**src/hdl/pfc_defs.vh**
```
// constants and register map of the pin function controller
`ifndef PFC_DEFS_VH
`define PFC_DEFS_VH

// ==========================================================
// register byte offsets
`define PFC_PIN_SEL_OFS 8'h00
`define PFC_FUNC_OFS 8'h04
`define PFC_SUBFUNC_OFS 8'h08
`define PFC_CFG_GO_OFS 8'h0C
`define PFC_RESULT_OFS 8'h10
`define PFC_WRITE_OFS 8'h14
`define PFC_READ_OFS 8'h18
`define PFC_PWM_PERIOD_OFS 8'h1C
`define PFC_PWM_FREQ_OFS 8'h20
`define PFC_PWM_GO_OFS 8'h24

// ==========================================================
// field positions and codes
`define PFC_NPIN 8
`define PFC_FN_DIG_IN 2'h1
`define PFC_FN_DIG_OUT 2'h2
`define PFC_FN_ANALOG 2'h3
`define PFC_SUB_GAIN_LSB 0
`define PFC_SUB_RES_LSB 8
`define PFC_SUB_ACQ_LSB 16
`define PFC_SUB_DRV_LSB 4
`define PFC_DEF_GAIN 8'h16
`define PFC_DEF_RES 8'h0A
`define PFC_DEF_ACQ 8'h0A
`define PFC_FREQ_MAX 32'h003D0900
`define PFC_PWM_HZ 32'h000F4240

// result codes
`define PFC_RC_OK 16'h0000
`define PFC_RC_BAD_PIN 16'h0001
`define PFC_RC_BAD_FUNC 16'h0002
`define PFC_RC_BAD_CODE 16'h0003
`define PFC_RC_PWM_FAIL 16'h0004

// ==========================================================
// timing
`define PFC_HCLK_HZ 40000000
`define PFC_TICK_NS 1000
`define PFC_HCLK_NS 25
`define PFC_TICK_CYC (`PFC_TICK_NS / `PFC_HCLK_NS)

// reset values
`define PFC_PERIOD_RST 32'h000003E8
`define PFC_RC_RST 16'h0000

`endif

```
**src/hdl/pfc_pin_ctrl.v**
```verilog
// ahb-lite pin function controller: output, pwm, frequency, analog
//
// Design decisions made here: the register offsets and register access over AHB-Lite.
`timescale 1ns/1ps
`include "pfc_defs.vh"

module pfc_pin_ctrl (
  input wire hclk,
  input wire hresetn,
  input wire hsel,
  input wire [31:0] haddr,
  input wire [1:0] htrans,
  input wire hwrite,
  input wire [2:0] hsize,
  input wire [31:0] hwdata,
  input wire hready,
  output wire hreadyout,
  output wire hresp,
  output reg [31:0] hrdata,
  input wire [7:0] pin_i,
  output wire [7:0] pin_o,
  output wire [7:0] pin_oe,
  output wire [7:0] pin_hd,
  input wire [11:0] adc_data,
  output reg [2:0] adc_pin,
  output reg adc_en,
  output reg [7:0] adc_gain,
  output reg [7:0] adc_res,
  output reg [7:0] adc_acq
);

  // ==========================================================
  // decode functions
  // drive code to {high disconnect, high strong, low disc, low strong}
  function [3:0] drv_dec;
    input [2:0] code;
    begin
      case (code)
        3'd0: drv_dec = 4'h0;
        3'd1: drv_dec = 4'h1;
        3'd2: drv_dec = 4'h4;
        3'd3: drv_dec = 4'h5;
        3'd4: drv_dec = 4'h2;
        3'd5: drv_dec = 4'h6;
        3'd6: drv_dec = 4'h8;
        default: drv_dec = 4'h9;
      endcase
    end
  endfunction

  function gain_ok;
    input [7:0] c;
    begin
      gain_ok = (c == 8'h00) || (c >= 8'h11 && c <= 8'h16) ||
                (c == 8'h21) || (c == 8'h41);
    end
  endfunction

  function res_ok;
    input [7:0] c;
    begin
      res_ok = (c == 8'h00) || (c == 8'h08) || (c == 8'h0A) ||
               (c == 8'h0C);
    end
  endfunction

  function acq_ok;
    input [7:0] c;
    begin
      acq_ok = (c == 8'h00) || (c == 8'h03) || (c == 8'h05) ||
               (c == 8'h0A) || (c == 8'h0F) || (c == 8'h14) ||
               (c == 8'h28);
    end
  endfunction

  // pin modes
  localparam [2:0] M_IN = 3'd0;
  localparam [2:0] M_OUT = 3'd1;
  localparam [2:0] M_PWM = 3'd2;
  localparam [2:0] M_FREQ = 3'd3;
  localparam [2:0] M_ANA = 3'd4;

  // bus phases
  localparam [1:0] P_IDLE = 2'd0;
  localparam [1:0] P_WAIT = 2'd1;
  localparam [1:0] P_DONE = 2'd2;

  // ==========================================================
  // ahb-lite slave: one wait state per data phase
  reg [1:0] phase_q;
  reg [7:0] addr_q;
  reg write_q;
  wire take = hsel && hready && htrans[1];

  assign hreadyout = (phase_q != P_WAIT);
  assign hresp = 1'b0;

  always @(posedge hclk or negedge hresetn) begin
    if (!hresetn) begin
      phase_q <= P_IDLE;
      addr_q <= 8'h00;
      write_q <= 1'b0;
    end else begin
      case (phase_q)
        P_WAIT: phase_q <= P_DONE;
        default: phase_q <= take ? P_WAIT : P_IDLE;
      endcase
      if (take) begin
        addr_q <= {haddr[7:2], 2'b00};
        write_q <= hwrite;
      end
    end
  end

  // write strobes land on the edge ending the wait cycle
  wire wr = (phase_q == P_WAIT) && write_q;
  wire rd = (phase_q == P_WAIT) && !write_q;
  wire wr_cfg_go = wr && (addr_q == `PFC_CFG_GO_OFS);
  wire wr_pin_val = wr && (addr_q == `PFC_WRITE_OFS);
  wire wr_pwm_go = wr && (addr_q == `PFC_PWM_GO_OFS);

  // ==========================================================
  // software registers
  reg [7:0] pin_sel_q;
  reg [1:0] func_q;
  reg [31:0] sub_q;
  reg [15:0] rc_q;
  reg [31:0] period_q;
  reg [31:0] freq_q;

  wire sel_ok = (pin_sel_q < `PFC_NPIN);
  wire [7:0] sub_gain = sub_q[`PFC_SUB_GAIN_LSB +: 8];
  wire [7:0] sub_res = sub_q[`PFC_SUB_RES_LSB +: 8];
  wire [7:0] sub_acq = sub_q[`PFC_SUB_ACQ_LSB +: 8];
  wire out_code_ok = (sub_q[3:0] <= 4'd3) && (sub_q[31:7] == 25'd0);

  // result of a configuration request, checked before anything moves
  reg [15:0] cfg_rc;
  always @* begin
    cfg_rc = `PFC_RC_OK;
    if (!sel_ok)
      cfg_rc = `PFC_RC_BAD_PIN;
    else if (func_q == 2'd0)
      cfg_rc = `PFC_RC_BAD_FUNC;
    else if (func_q == `PFC_FN_DIG_OUT && !out_code_ok)
      cfg_rc = `PFC_RC_BAD_CODE;
    else if (func_q == `PFC_FN_ANALOG && !(gain_ok(sub_gain) &&
             res_ok(sub_res) && acq_ok(sub_acq)))
      cfg_rc = `PFC_RC_BAD_CODE;
  end
  wire cfg_apply = wr_cfg_go && (cfg_rc == `PFC_RC_OK);

  // achievable pwm frequency; divider kept combinational for simplicity
  wire [31:0] pwm_req = hwdata;
  wire [31:0] pwm_ach = (period_q == 32'd0) ? 32'd0 :
                        (`PFC_PWM_HZ / period_q);
  wire pwm_fail = (period_q == 32'd0) || (freq_q > pwm_ach);

  always @(posedge hclk or negedge hresetn) begin
    if (!hresetn) begin
      pin_sel_q <= 8'h00;
      func_q <= 2'h0;
      sub_q <= 32'h00000000;
      rc_q <= `PFC_RC_RST;
      period_q <= `PFC_PERIOD_RST;
      freq_q <= 32'h00000000;
    end else begin
      if (wr && addr_q == `PFC_PIN_SEL_OFS)
        pin_sel_q <= hwdata[7:0];
      if (wr && addr_q == `PFC_FUNC_OFS)
        func_q <= hwdata[1:0];
      if (wr && addr_q == `PFC_SUBFUNC_OFS)
        sub_q <= hwdata;
      if (wr && addr_q == `PFC_PWM_PERIOD_OFS)
        period_q <= hwdata;
      if (wr && addr_q == `PFC_PWM_FREQ_OFS)
        freq_q <= pwm_req;
      if (wr_cfg_go)
        rc_q <= cfg_rc;
      if (wr_pwm_go) begin
        rc_q <= pwm_fail ? `PFC_RC_PWM_FAIL : `PFC_RC_OK;
        if (!pwm_fail)
          freq_q <= pwm_ach;
      end
    end
  end

  // ==========================================================
  // pin input synchronisers
  reg [7:0] pin_s1_q;
  reg [7:0] pin_s2_q;
  always @(posedge hclk or negedge hresetn) begin
    if (!hresetn) begin
      pin_s1_q <= 8'h00;
      pin_s2_q <= 8'h00;
    end else begin
      pin_s1_q <= pin_i;
      pin_s2_q <= pin_s1_q;
    end
  end

  // ==========================================================
  // 1 MHz tick shared by all pwm timers
  reg [7:0] div_q;
  wire tick = (div_q == `PFC_TICK_CYC - 1);
  always @(posedge hclk or negedge hresetn) begin
    if (!hresetn)
      div_q <= 8'h00;
    else
      div_q <= tick ? 8'h00 : div_q + 8'd1;
  end

  // ==========================================================
  // per-pin state and waveform generation
  wire [3*`PFC_NPIN-1:0] mode_w;
  wire [32*`PFC_NPIN-1:0] val_w;
  wire [24*`PFC_NPIN-1:0] ana_w;

  genvar g;
  generate
    for (g = 0; g < `PFC_NPIN; g = g + 1) begin : pin
      reg [2:0] mode_q;
      reg lvl_q;
      reg [2:0] drv_q;
      reg [31:0] val_q;
      reg [7:0] gain_q;
      reg [7:0] res_q;
      reg [7:0] acq_q;
      reg [31:0] cnt_q;
      reg [26:0] acc_q;
      reg sq_q;
      reg o_q;
      reg oe_q;
      reg hd_q;
      reg o_d;
      reg [3:0] dv;
      wire hit = (pin_sel_q == g);
      wire [27:0] acc_sum = {1'b0, acc_q} + {val_q[26:0], 1'b0};

      // configuration and value writes
      always @(posedge hclk or negedge hresetn) begin
        if (!hresetn) begin
          mode_q <= M_IN;
          lvl_q <= 1'b0;
          drv_q <= 3'd0;
          val_q <= 32'h00000000;
          gain_q <= `PFC_DEF_GAIN;
          res_q <= `PFC_DEF_RES;
          acq_q <= `PFC_DEF_ACQ;
        end else if (cfg_apply && hit) begin
          val_q <= 32'h00000000;
          case (func_q)
            `PFC_FN_DIG_OUT: begin
              case (sub_q[1:0])
                2'd0: mode_q <= M_OUT;
                2'd1: mode_q <= M_OUT;
                2'd2: mode_q <= M_PWM;
                default: mode_q <= M_FREQ;
              endcase
              lvl_q <= (sub_q[1:0] == 2'd1);
              drv_q <= sub_q[`PFC_SUB_DRV_LSB +: 3];
            end
            `PFC_FN_ANALOG: begin
              mode_q <= M_ANA;
              // zero field, or no fields at all, takes the default
              gain_q <= (sub_gain == 8'h00) ? `PFC_DEF_GAIN : sub_gain;
              res_q <= (sub_res == 8'h00) ? `PFC_DEF_RES : sub_res;
              acq_q <= (sub_acq == 8'h00) ? `PFC_DEF_ACQ : sub_acq;
            end
            default: mode_q <= M_IN;
          endcase
        end else if (wr_pin_val && hit) begin
          lvl_q <= (hwdata != 32'd0);
          if (mode_q == M_PWM)
            val_q <= (hwdata > period_q) ? period_q : hwdata;
          else if (mode_q == M_FREQ)
            val_q <= (hwdata > `PFC_FREQ_MAX) ? `PFC_FREQ_MAX : hwdata;
          else
            val_q <= hwdata;
        end
      end

      // pwm counter wraps at the global period, even if shrunk
      always @(posedge hclk or negedge hresetn) begin
        if (!hresetn)
          cnt_q <= 32'h00000000;
        else if (mode_q != M_PWM)
          cnt_q <= 32'h00000000;
        else if (tick)
          cnt_q <= (cnt_q + 32'd1 >= period_q) ? 32'd0 :
                   cnt_q + 32'd1;
      end

      // square wave by phase accumulator, toggling at twice the rate
      always @(posedge hclk or negedge hresetn) begin
        if (!hresetn) begin
          acc_q <= 27'd0;
          sq_q <= 1'b0;
        end else if (mode_q != M_FREQ || val_q == 32'd0) begin
          acc_q <= 27'd0;
          sq_q <= 1'b0;
        end else if (acc_sum >= `PFC_HCLK_HZ) begin
          acc_q <= acc_sum[26:0] - 27'd40000000;
          sq_q <= ~sq_q;
        end else begin
          acc_q <= acc_sum[26:0];
        end
      end

      // level and drive per mode
      always @* begin
        o_d = 1'b0;
        dv = 4'h0;
        case (mode_q)
          M_OUT: begin
            o_d = lvl_q;
            dv = drv_dec(drv_q);
          end
          M_PWM: o_d = (cnt_q < val_q);
          M_FREQ: o_d = sq_q;
          default: o_d = 1'b0;
        endcase
      end

      // outputs registered; pwm and frequency modes keep standard drive
      always @(posedge hclk or negedge hresetn) begin
        if (!hresetn) begin
          o_q <= 1'b0;
          oe_q <= 1'b0;
          hd_q <= 1'b0;
        end else begin
          o_q <= o_d;
          oe_q <= (mode_q == M_OUT || mode_q == M_PWM ||
                   mode_q == M_FREQ) &&
                  !(o_d ? dv[3] : dv[1]);
          hd_q <= o_d ? dv[2] : dv[0];
        end
      end

      assign pin_o[g] = o_q;
      assign pin_oe[g] = oe_q;
      assign pin_hd[g] = hd_q;
      assign mode_w[3*g +: 3] = mode_q;
      assign val_w[32*g +: 32] = val_q;
      assign ana_w[24*g +: 24] = {acq_q, res_q, gain_q};
    end
  endgenerate

  // ==========================================================
  // selected pin view and converter steering
  wire [2:0] sel_idx = pin_sel_q[2:0];
  wire [2:0] sel_mode = mode_w[3*sel_idx +: 3];
  wire [23:0] sel_ana = ana_w[24*sel_idx +: 24];
  wire [31:0] sel_val = val_w[32*sel_idx +: 32];

  always @(posedge hclk or negedge hresetn) begin
    if (!hresetn) begin
      adc_pin <= 3'd0;
      adc_en <= 1'b0;
      adc_gain <= `PFC_DEF_GAIN;
      adc_res <= `PFC_DEF_RES;
      adc_acq <= `PFC_DEF_ACQ;
    end else begin
      adc_pin <= sel_idx;
      adc_en <= sel_ok && (sel_mode == M_ANA);
      adc_gain <= sel_ana[7:0];
      adc_res <= sel_ana[15:8];
      adc_acq <= sel_ana[23:16];
    end
  end

  // pin read value: level, scaled conversion, or zero
  reg [31:0] pin_rd;
  always @* begin
    pin_rd = 32'h00000000;
    if (!sel_ok)
      pin_rd = 32'h00000000;
    else if (sel_mode == M_ANA) begin
      case (sel_ana[15:8])
        8'h08: pin_rd = {24'h000000, adc_data[11:4]};
        8'h0C: pin_rd = {20'h00000, adc_data};
        default: pin_rd = {22'h000000, adc_data[11:2]};
      endcase
    end else
      pin_rd = {31'h00000000, pin_s2_q[sel_idx]};
  end

  // ==========================================================
  // read data captured at the end of the wait cycle
  always @(posedge hclk or negedge hresetn) begin
    if (!hresetn)
      hrdata <= 32'h00000000;
    else if (rd) begin
      case (addr_q)
        `PFC_PIN_SEL_OFS: hrdata <= {24'h000000, pin_sel_q};
        `PFC_FUNC_OFS: hrdata <= {30'h00000000, func_q};
        `PFC_SUBFUNC_OFS: hrdata <= sub_q;
        `PFC_RESULT_OFS: hrdata <= {16'h0000, rc_q};
        `PFC_WRITE_OFS: hrdata <= sel_ok ? sel_val : 32'h00000000;
        `PFC_READ_OFS: hrdata <= pin_rd;
        `PFC_PWM_PERIOD_OFS: hrdata <= period_q;
        `PFC_PWM_FREQ_OFS: hrdata <= freq_q;
        default: hrdata <= 32'h00000000;
      endcase
    end
  end

endmodule // pfc_pin_ctrl

```
**config.mk**
```make
export PLATFORM = sky130hd
export DESIGN_NAME = pfc_pin_ctrl
export DESIGN_NICKNAME = d
export VERILOG_FILES = /design/src/hdl/pfc_pin_ctrl.v
export VERILOG_INCLUDE_DIRS = /design/src /design/src/hdl
export SDC_FILE = /design/constraint.sdc
export NUM_CORES = 2
export LEC_CHECK = 0
export BUFFER_PORTS_ARGS = -buffer_cell sky130_fd_sc_hd__buf_2
export CAP_MARGIN = 20
export CORE_AREA = 2 2 619 621
export CTS_BUF_LIST = sky130_fd_sc_hd__clkbuf_4 sky130_fd_sc_hd__clkbuf_8
export DETAILED_ROUTE_END_ITERATION = 16
export DIE_AREA = 0 0 621 623
export PLACE_DENSITY = 0.53
export SLEW_MARGIN = 0
export SYNTH_ARGS = -nofsm -noshare
export SYNTH_HDL_FRONTEND = slang
export SYNTH_SLANG_ARGS = --single-unit
export TNS_END_PERCENT = 1
```
**constraint.sdc**
```tcl
create_clock -name hclk -period 74.9 [get_ports hclk]
set_input_delay 14.98 -clock hclk [delete_from_list [all_inputs] [get_ports hclk]]
set_output_delay 14.98 -clock hclk [all_outputs]
set_load 0.05 [all_outputs]
```
# [After elaboration in Yosys (flattened, before gate mapping)]
# Cells that the tools add are included.
[classes] multipliers=2 n_lt_le_gt_ge=32 mux=173 shift=3 add_sub_neg=25 bitwise=8 div_mod_pow=1 reduce_logical=169 n_eq_ne=133
[op_table] op="2-to-1 mux 32 bit" n=65
[op_table] op="2-to-1 mux 27 bit" n=16
[op_table] op="zero test 32 bit" n=9
[op_table] op="adder 32 x 1 -> 32 bit (second input constant)" n=8
[op_table] op=">= comparator 32 bit" n=8
[op_table] op="< comparator 32 bit" n=8
[op_table] op="case mux 32 bit (8 select lines)" n=1
[op_table] op="indexed part select 256 x 9 -> 32 bit" n=1
[op_table] op="adder 27 x 28 -> 28 bit" n=8
[op_table] op=">= comparator 28 x 26 -> 1 bit (second input constant)" n=8
[op_table] op="case mux 4 bit (7 select lines)" n=8
[op_table] op="subtractor 27 x 26 -> 27 bit (second input constant)" n=8
[op_table] op="indexed part select 192 x 9 -> 24 bit" n=1
[op_table] op="equality test 3 x 2 -> 1 bit (second input constant)" n=32
[op_table] op="equality test 3 bit (second input constant)" n=25
[op_table] op="> comparator 32 bit" n=2
[op_table] op="2-to-1 mux 16 bit" n=4
[op_table] op="equality test 8 x 4 -> 1 bit (second input constant)" n=7
[op_table] op="2-to-1 mux 1 bit" n=51
[op_table] op="nonzero test 2 bit" n=25
[op_table] op="equality test 3 x 1 -> 1 bit (second input constant)" n=16
[op_table] op="!= test 3 x 2 -> 1 bit (second input constant)" n=16
[op_table] op="AND reduction 2 bit" n=24
[op_table] op="logical AND 1 bit" n=44
[op_table] op="43 further kinds" n=151
[word_totals] out_inout_bits=86 in_bits=94 ff_bits=1223

# [Depth between registers and ports, before layout]
[logic_depth] ltp_word=19 depth_mapped=361

# [Worst setup path after synthesis]
# No wires, ideal clock.
[synth_timing] kind="register -> register" start="register period_q[0]" end="register freq_q[16]" period_less_slack_ps=67560 path_slack_ps=7340 stages_incl_launch_ff=332 n_path_buf=64 arrival_ps=67419 required_time_ps=74759 path_cell_list="dfrtp_1 > buf_2 > buf_2 > buf_2 > buf_2 > buf_2 > clkbuf_1 > clkbuf_1 > buf_1 > clkbuf_1 > buf_1 > nand2_1 > nor3_1 > ha_1 > o21bai_1 > a31o_2 > o21bai_1 > a221oi_1 > [... 296 more ...] > nand3_1 > and3_1 > nor2_1 > ha_1 > nor2b_1 > o21a_1 > o21a_1 > o21a_1 > o21a_1 > o21a_1 > o21a_1 > o21ai_0 > a31o_2 > a21o_1 > nand2_1 > nor2_1 > clkbuf_1 > o22ai_1"
[synth_between] elab_chain_cells=6
[synth_lines] item="start: declaration" line_no="pfc_pin_ctrl.v:128" text="reg [31:0] period_q;"
[synth_lines] item="start signal: assignment" line_no="pfc_pin_ctrl.v:165" text="period_q <= `PFC_PERIOD_RST;"
[synth_lines] item="start signal: assignment" line_no="pfc_pin_ctrl.v:175" text="period_q <= hwdata;"
[synth_lines] item="divider 20 x 32 -> 32 bit (no line) or zero test 32 bit (tied branches)"
[synth_lines] item="2-to-1 mux 32 bit" line_no="pfc_pin_ctrl.v:155" text="wire [31:0] pwm_ach = (period_q == 32'd0) ? 32'd0 :"
[synth_lines] item="> comparator 32 bit" line_no="pfc_pin_ctrl.v:157" text="wire pwm_fail = (period_q == 32'd0) || (freq_q > pwm_ach);"
[synth_lines] item="logical OR 1 bit" line_no="pfc_pin_ctrl.v:157"
[synth_lines] item="2-to-1 mux 32 bit *" line_no="pfc_pin_ctrl.v:182" text="if (!pwm_fail)"
[synth_lines] item="2-to-1 mux 32 bit *" line_no="pfc_pin_ctrl.v:180" text="if (wr_pwm_go) begin"
[synth_lines] item="end signal: assignment" line_no="pfc_pin_ctrl.v:177" text="freq_q <= pwm_req;"
[synth_lines] item="end signal: assignment" line_no="pfc_pin_ctrl.v:183" text="freq_q <= pwm_ach;"
[synth_lines] item="end: declaration" line_no="pfc_pin_ctrl.v:129" text="reg [31:0] freq_q;"
# Every way passes the cells marked *; elsewhere a longest branch is shown, timed or not.
# A chain may end at the register's enable or synchronous reset.

# [Final worst setup path]
[layout_timing] start="register period_q[30]" end="register freq_q[29]"
# The elaborated chain is that of the path after synthesis.

==> run metrics <==
total power draw=1.840 mW; largest net degree at the start of global routing=~150; CP Data Required Time=75.76 ns; port buffer count=148; Tot GR Track Use=0.2489; Clock Skew=between 0.15 and 0.2 ns; kind of critical path=flip-flop to flip-flop; post-route clock period utilization=0.9423; drt via density=5.618; post-synthesis instance area=0.1137 mm²; Most used DFF post-synth=dfrtp_1; Peak Freq=14.17 MHz; post-route core utilization=0.3607; Worst setup SP type=flip-flop; CTS Root Cell=clkbuf_8; vias in the first global route=107,200; non-filler cells, final=between 20,000 and 25,000; Place WS=1.686 ns; placed insts=19,870; DRT Wirelength=between 400 and 500 mm; Worst-path clk slew=~0.07 ns; crit-path max FO=31; Cell Pwr Density=13.41 mW/mm²; first-pass GRT wire length=724.8 mm; final setup fails=0; Vias=114,000; Rows=227; asr flop ratio synth=1.000; CTS tree=built; Die Span X=621 µm; sequential area share after synthesis=0.2653; yosys warns=0; DRC=0; clock buffer depth=4; #FFs+latches synth=1,202; RSZ-0062 raised after global routing=false; initial antenna violation count=62; status=completed; Worst-Skew Late Latency=around 1.1 ns; Placement Cell Area=between 0.1 and 0.15 mm²; number of flops mapped to enable cells by yosys=0; syn avg cell area=8.414 µm²; CTS H-tree depth=4; Syn Inst Count=around 14,000; Worst Hold Class=flip-flop to flip-flop; final net count=16,450; hold_ws=roughly 0.34 ns; Hold Buf Count CTS=0; fraction of layout cells with a size suffix above 1=0.1990; Post-DRT Antenna Nets=0; Vert. Die Dim=about 620 µm; Worst Setup End Kind=flip-flop; Distinct cells, synth=between 100 and 150; Initial Util=0.2988; drt wl/cell=24.62 µm; count of pins over their slew limit=0; core area=about 0.38 mm²; static leakage=68.79 nW; boundary pin count=180; most common cell after layout, fill and taps aside=buf_4; Die ar.=about 0.39 mm²; Crit path top cell by count=ha_1; Routability Congestion=0.9977; critical path's largest stage delay=0.66 ns; Max Cap Violations=0; post-route cell area=0.1373 mm²; Final Hold Fails=0; final setup margin=about 4.3 ns; setup TNS=0 ns; Worst path slowest cell=or4_1; clk sinks=1,202; synth-to-layout area growth=20.73%; crit path time final=a little over 70 ns; Detailed Place HPWL=377.3 mm; Pre-Repair DR Iteration Count=10; Worst slew margin=0.1342; total gr overflow=0; peak supply drop=15.64 µV; 1st-iter DRT viols=11,660; critical path arrival=71.44 ns; total CTS buffers=210; most frequent cells in the layout=1,740 x buf_4, 1,287 x ha_1, 1,228 x nand2_1; Worst-Margin Slew=1.299 ns
-- path summary, 6_finish.rpt --
kind	to	depth (start not counted)	slack (ns)	startpoint
min	pin_s2_q[7]$_DFF_PN0_	0	0.34	pin_s1_q[7]$_DFF_PN0_
max	freq_q[29]$_DFF_PN0_	304	4.32	period_q[30]$_DFFE_PN0P_
max in group asynchronous	adc_acq[5]$_DFF_PN0_	5	57.23	hresetn
min in group asynchronous	hrdata[23]$_DFFE_PN0P_	1	13.98	hresetn
max reg2reg	freq_q[29]$_DFF_PN0_	304	4.32	period_q[30]$_DFFE_PN0P_
min reg2reg	pin_s2_q[7]$_DFF_PN0_	0	0.34	pin_s1_q[7]$_DFF_PN0_
-- sequential cells by signal, indices dropped and copies added, names as in the netlist, 24 cells and up --
register,flops
pin.res_q,64
pin.acc_q,208
pin.gain_q,64
freq_q,32
hrdata,32
pin.cnt_q,256
period_q,32
pin.drv_q,24
pin.acq_q,64
pin.val_q,256
pin.mode_q,24
sub_q,32
-- what timing repair did --
action / 4_1_cts / 5_1_grt
setup buffers: 0 / 4
gates resized for setup: 0 / 33
endpoints found under the setup margin: 0 / 32
-- critical path: cells and delay by family, from the launching register on --
kind            cells  cell delay (ns)
xor+xnor            1             0.20
flops               1             0.57
buf+inv            37             6.86
simple gates       76            14.82
fa+ha+maj          31             9.43
compound gates    154            36.67
mux                 5             1.74
-- routing by layer --
metal | up-vias | wire (µm) | GRT usage
met4 | 34 | 37090 | 0.1624
met2 | 4528 | 217500 | 0.3875
met3 | 1310 | 41200 | 0.05451
met1 | 54890 | 203500 | 0.3101
li1 | 53230 | - | -
met5 | - | 286 | 0
-- cells in the mapped netlist, types with 116 or more instances --
master	number	area share
a21oi_1	888	0.039
ha_1	1287	0.14
nor2b_1	206	0.011
nor2_1	1176	0.039
o21a_1	224	0.015
a31oi_1	129	0.0071
o31ai_1	118	0.0078
clkbuf_1	452	0.015
inv_1	552	0.018
a21o_1	353	0.023
xor2_1	392	0.030
nand3_1	338	0.015
a211oi_1	132	0.0087
o211ai_1	126	0.0083
o21ai_0	986	0.043
nand2_1	1230	0.041
nand2b_1	249	0.014
and3_1	201	0.011
nor3_1	248	0.011
dfrtp_1	1133	0.25
xnor2_1	492	0.038
or3_1	124	0.0068
mux2_2	213	0.021
mux2i_1	116	0.010
a22oi_1	226	0.015
nand4_1	137	0.0075
nor4_1	137	0.0075
-- layout make-up --
type | instances | area [µm²]
multi-input cells | 11180 | 79680
flip-flops and latches | 1202 | 30180
repair buffers | 1911 | 14260
fillers | 39510 | 243300
clock inverters | 40 | 452.9
well taps | 5038 | 6304
inverters | 554 | 2093
diodes | 30 | 75.07
clock buffers | 332 | 4238
-- report_power, final --
| group | internal, mW | switching, mW | total [mW] |
|---|---|---|---|
| sequential | 0.667 | 0.0408 | 0.708 |
| combinational | 0.156 | 0.278 | 0.433 |
| clock | 0.389 | 0.311 | 0.700 |
-- cells by family after synthesis --
group	share of synthesized area
other	0.00003298
multiplexers	0.05408
AO/OA/AOI/OAI	0.2417
adder cells (fa/ha/maj)	0.1431
flip-flops	0.2653
XOR/XNOR	0.06809
buffers and inverters	0.03899
AND/OR/NAND/NOR	0.1888
Note: power is estimated with default switching activity, not from simulation.
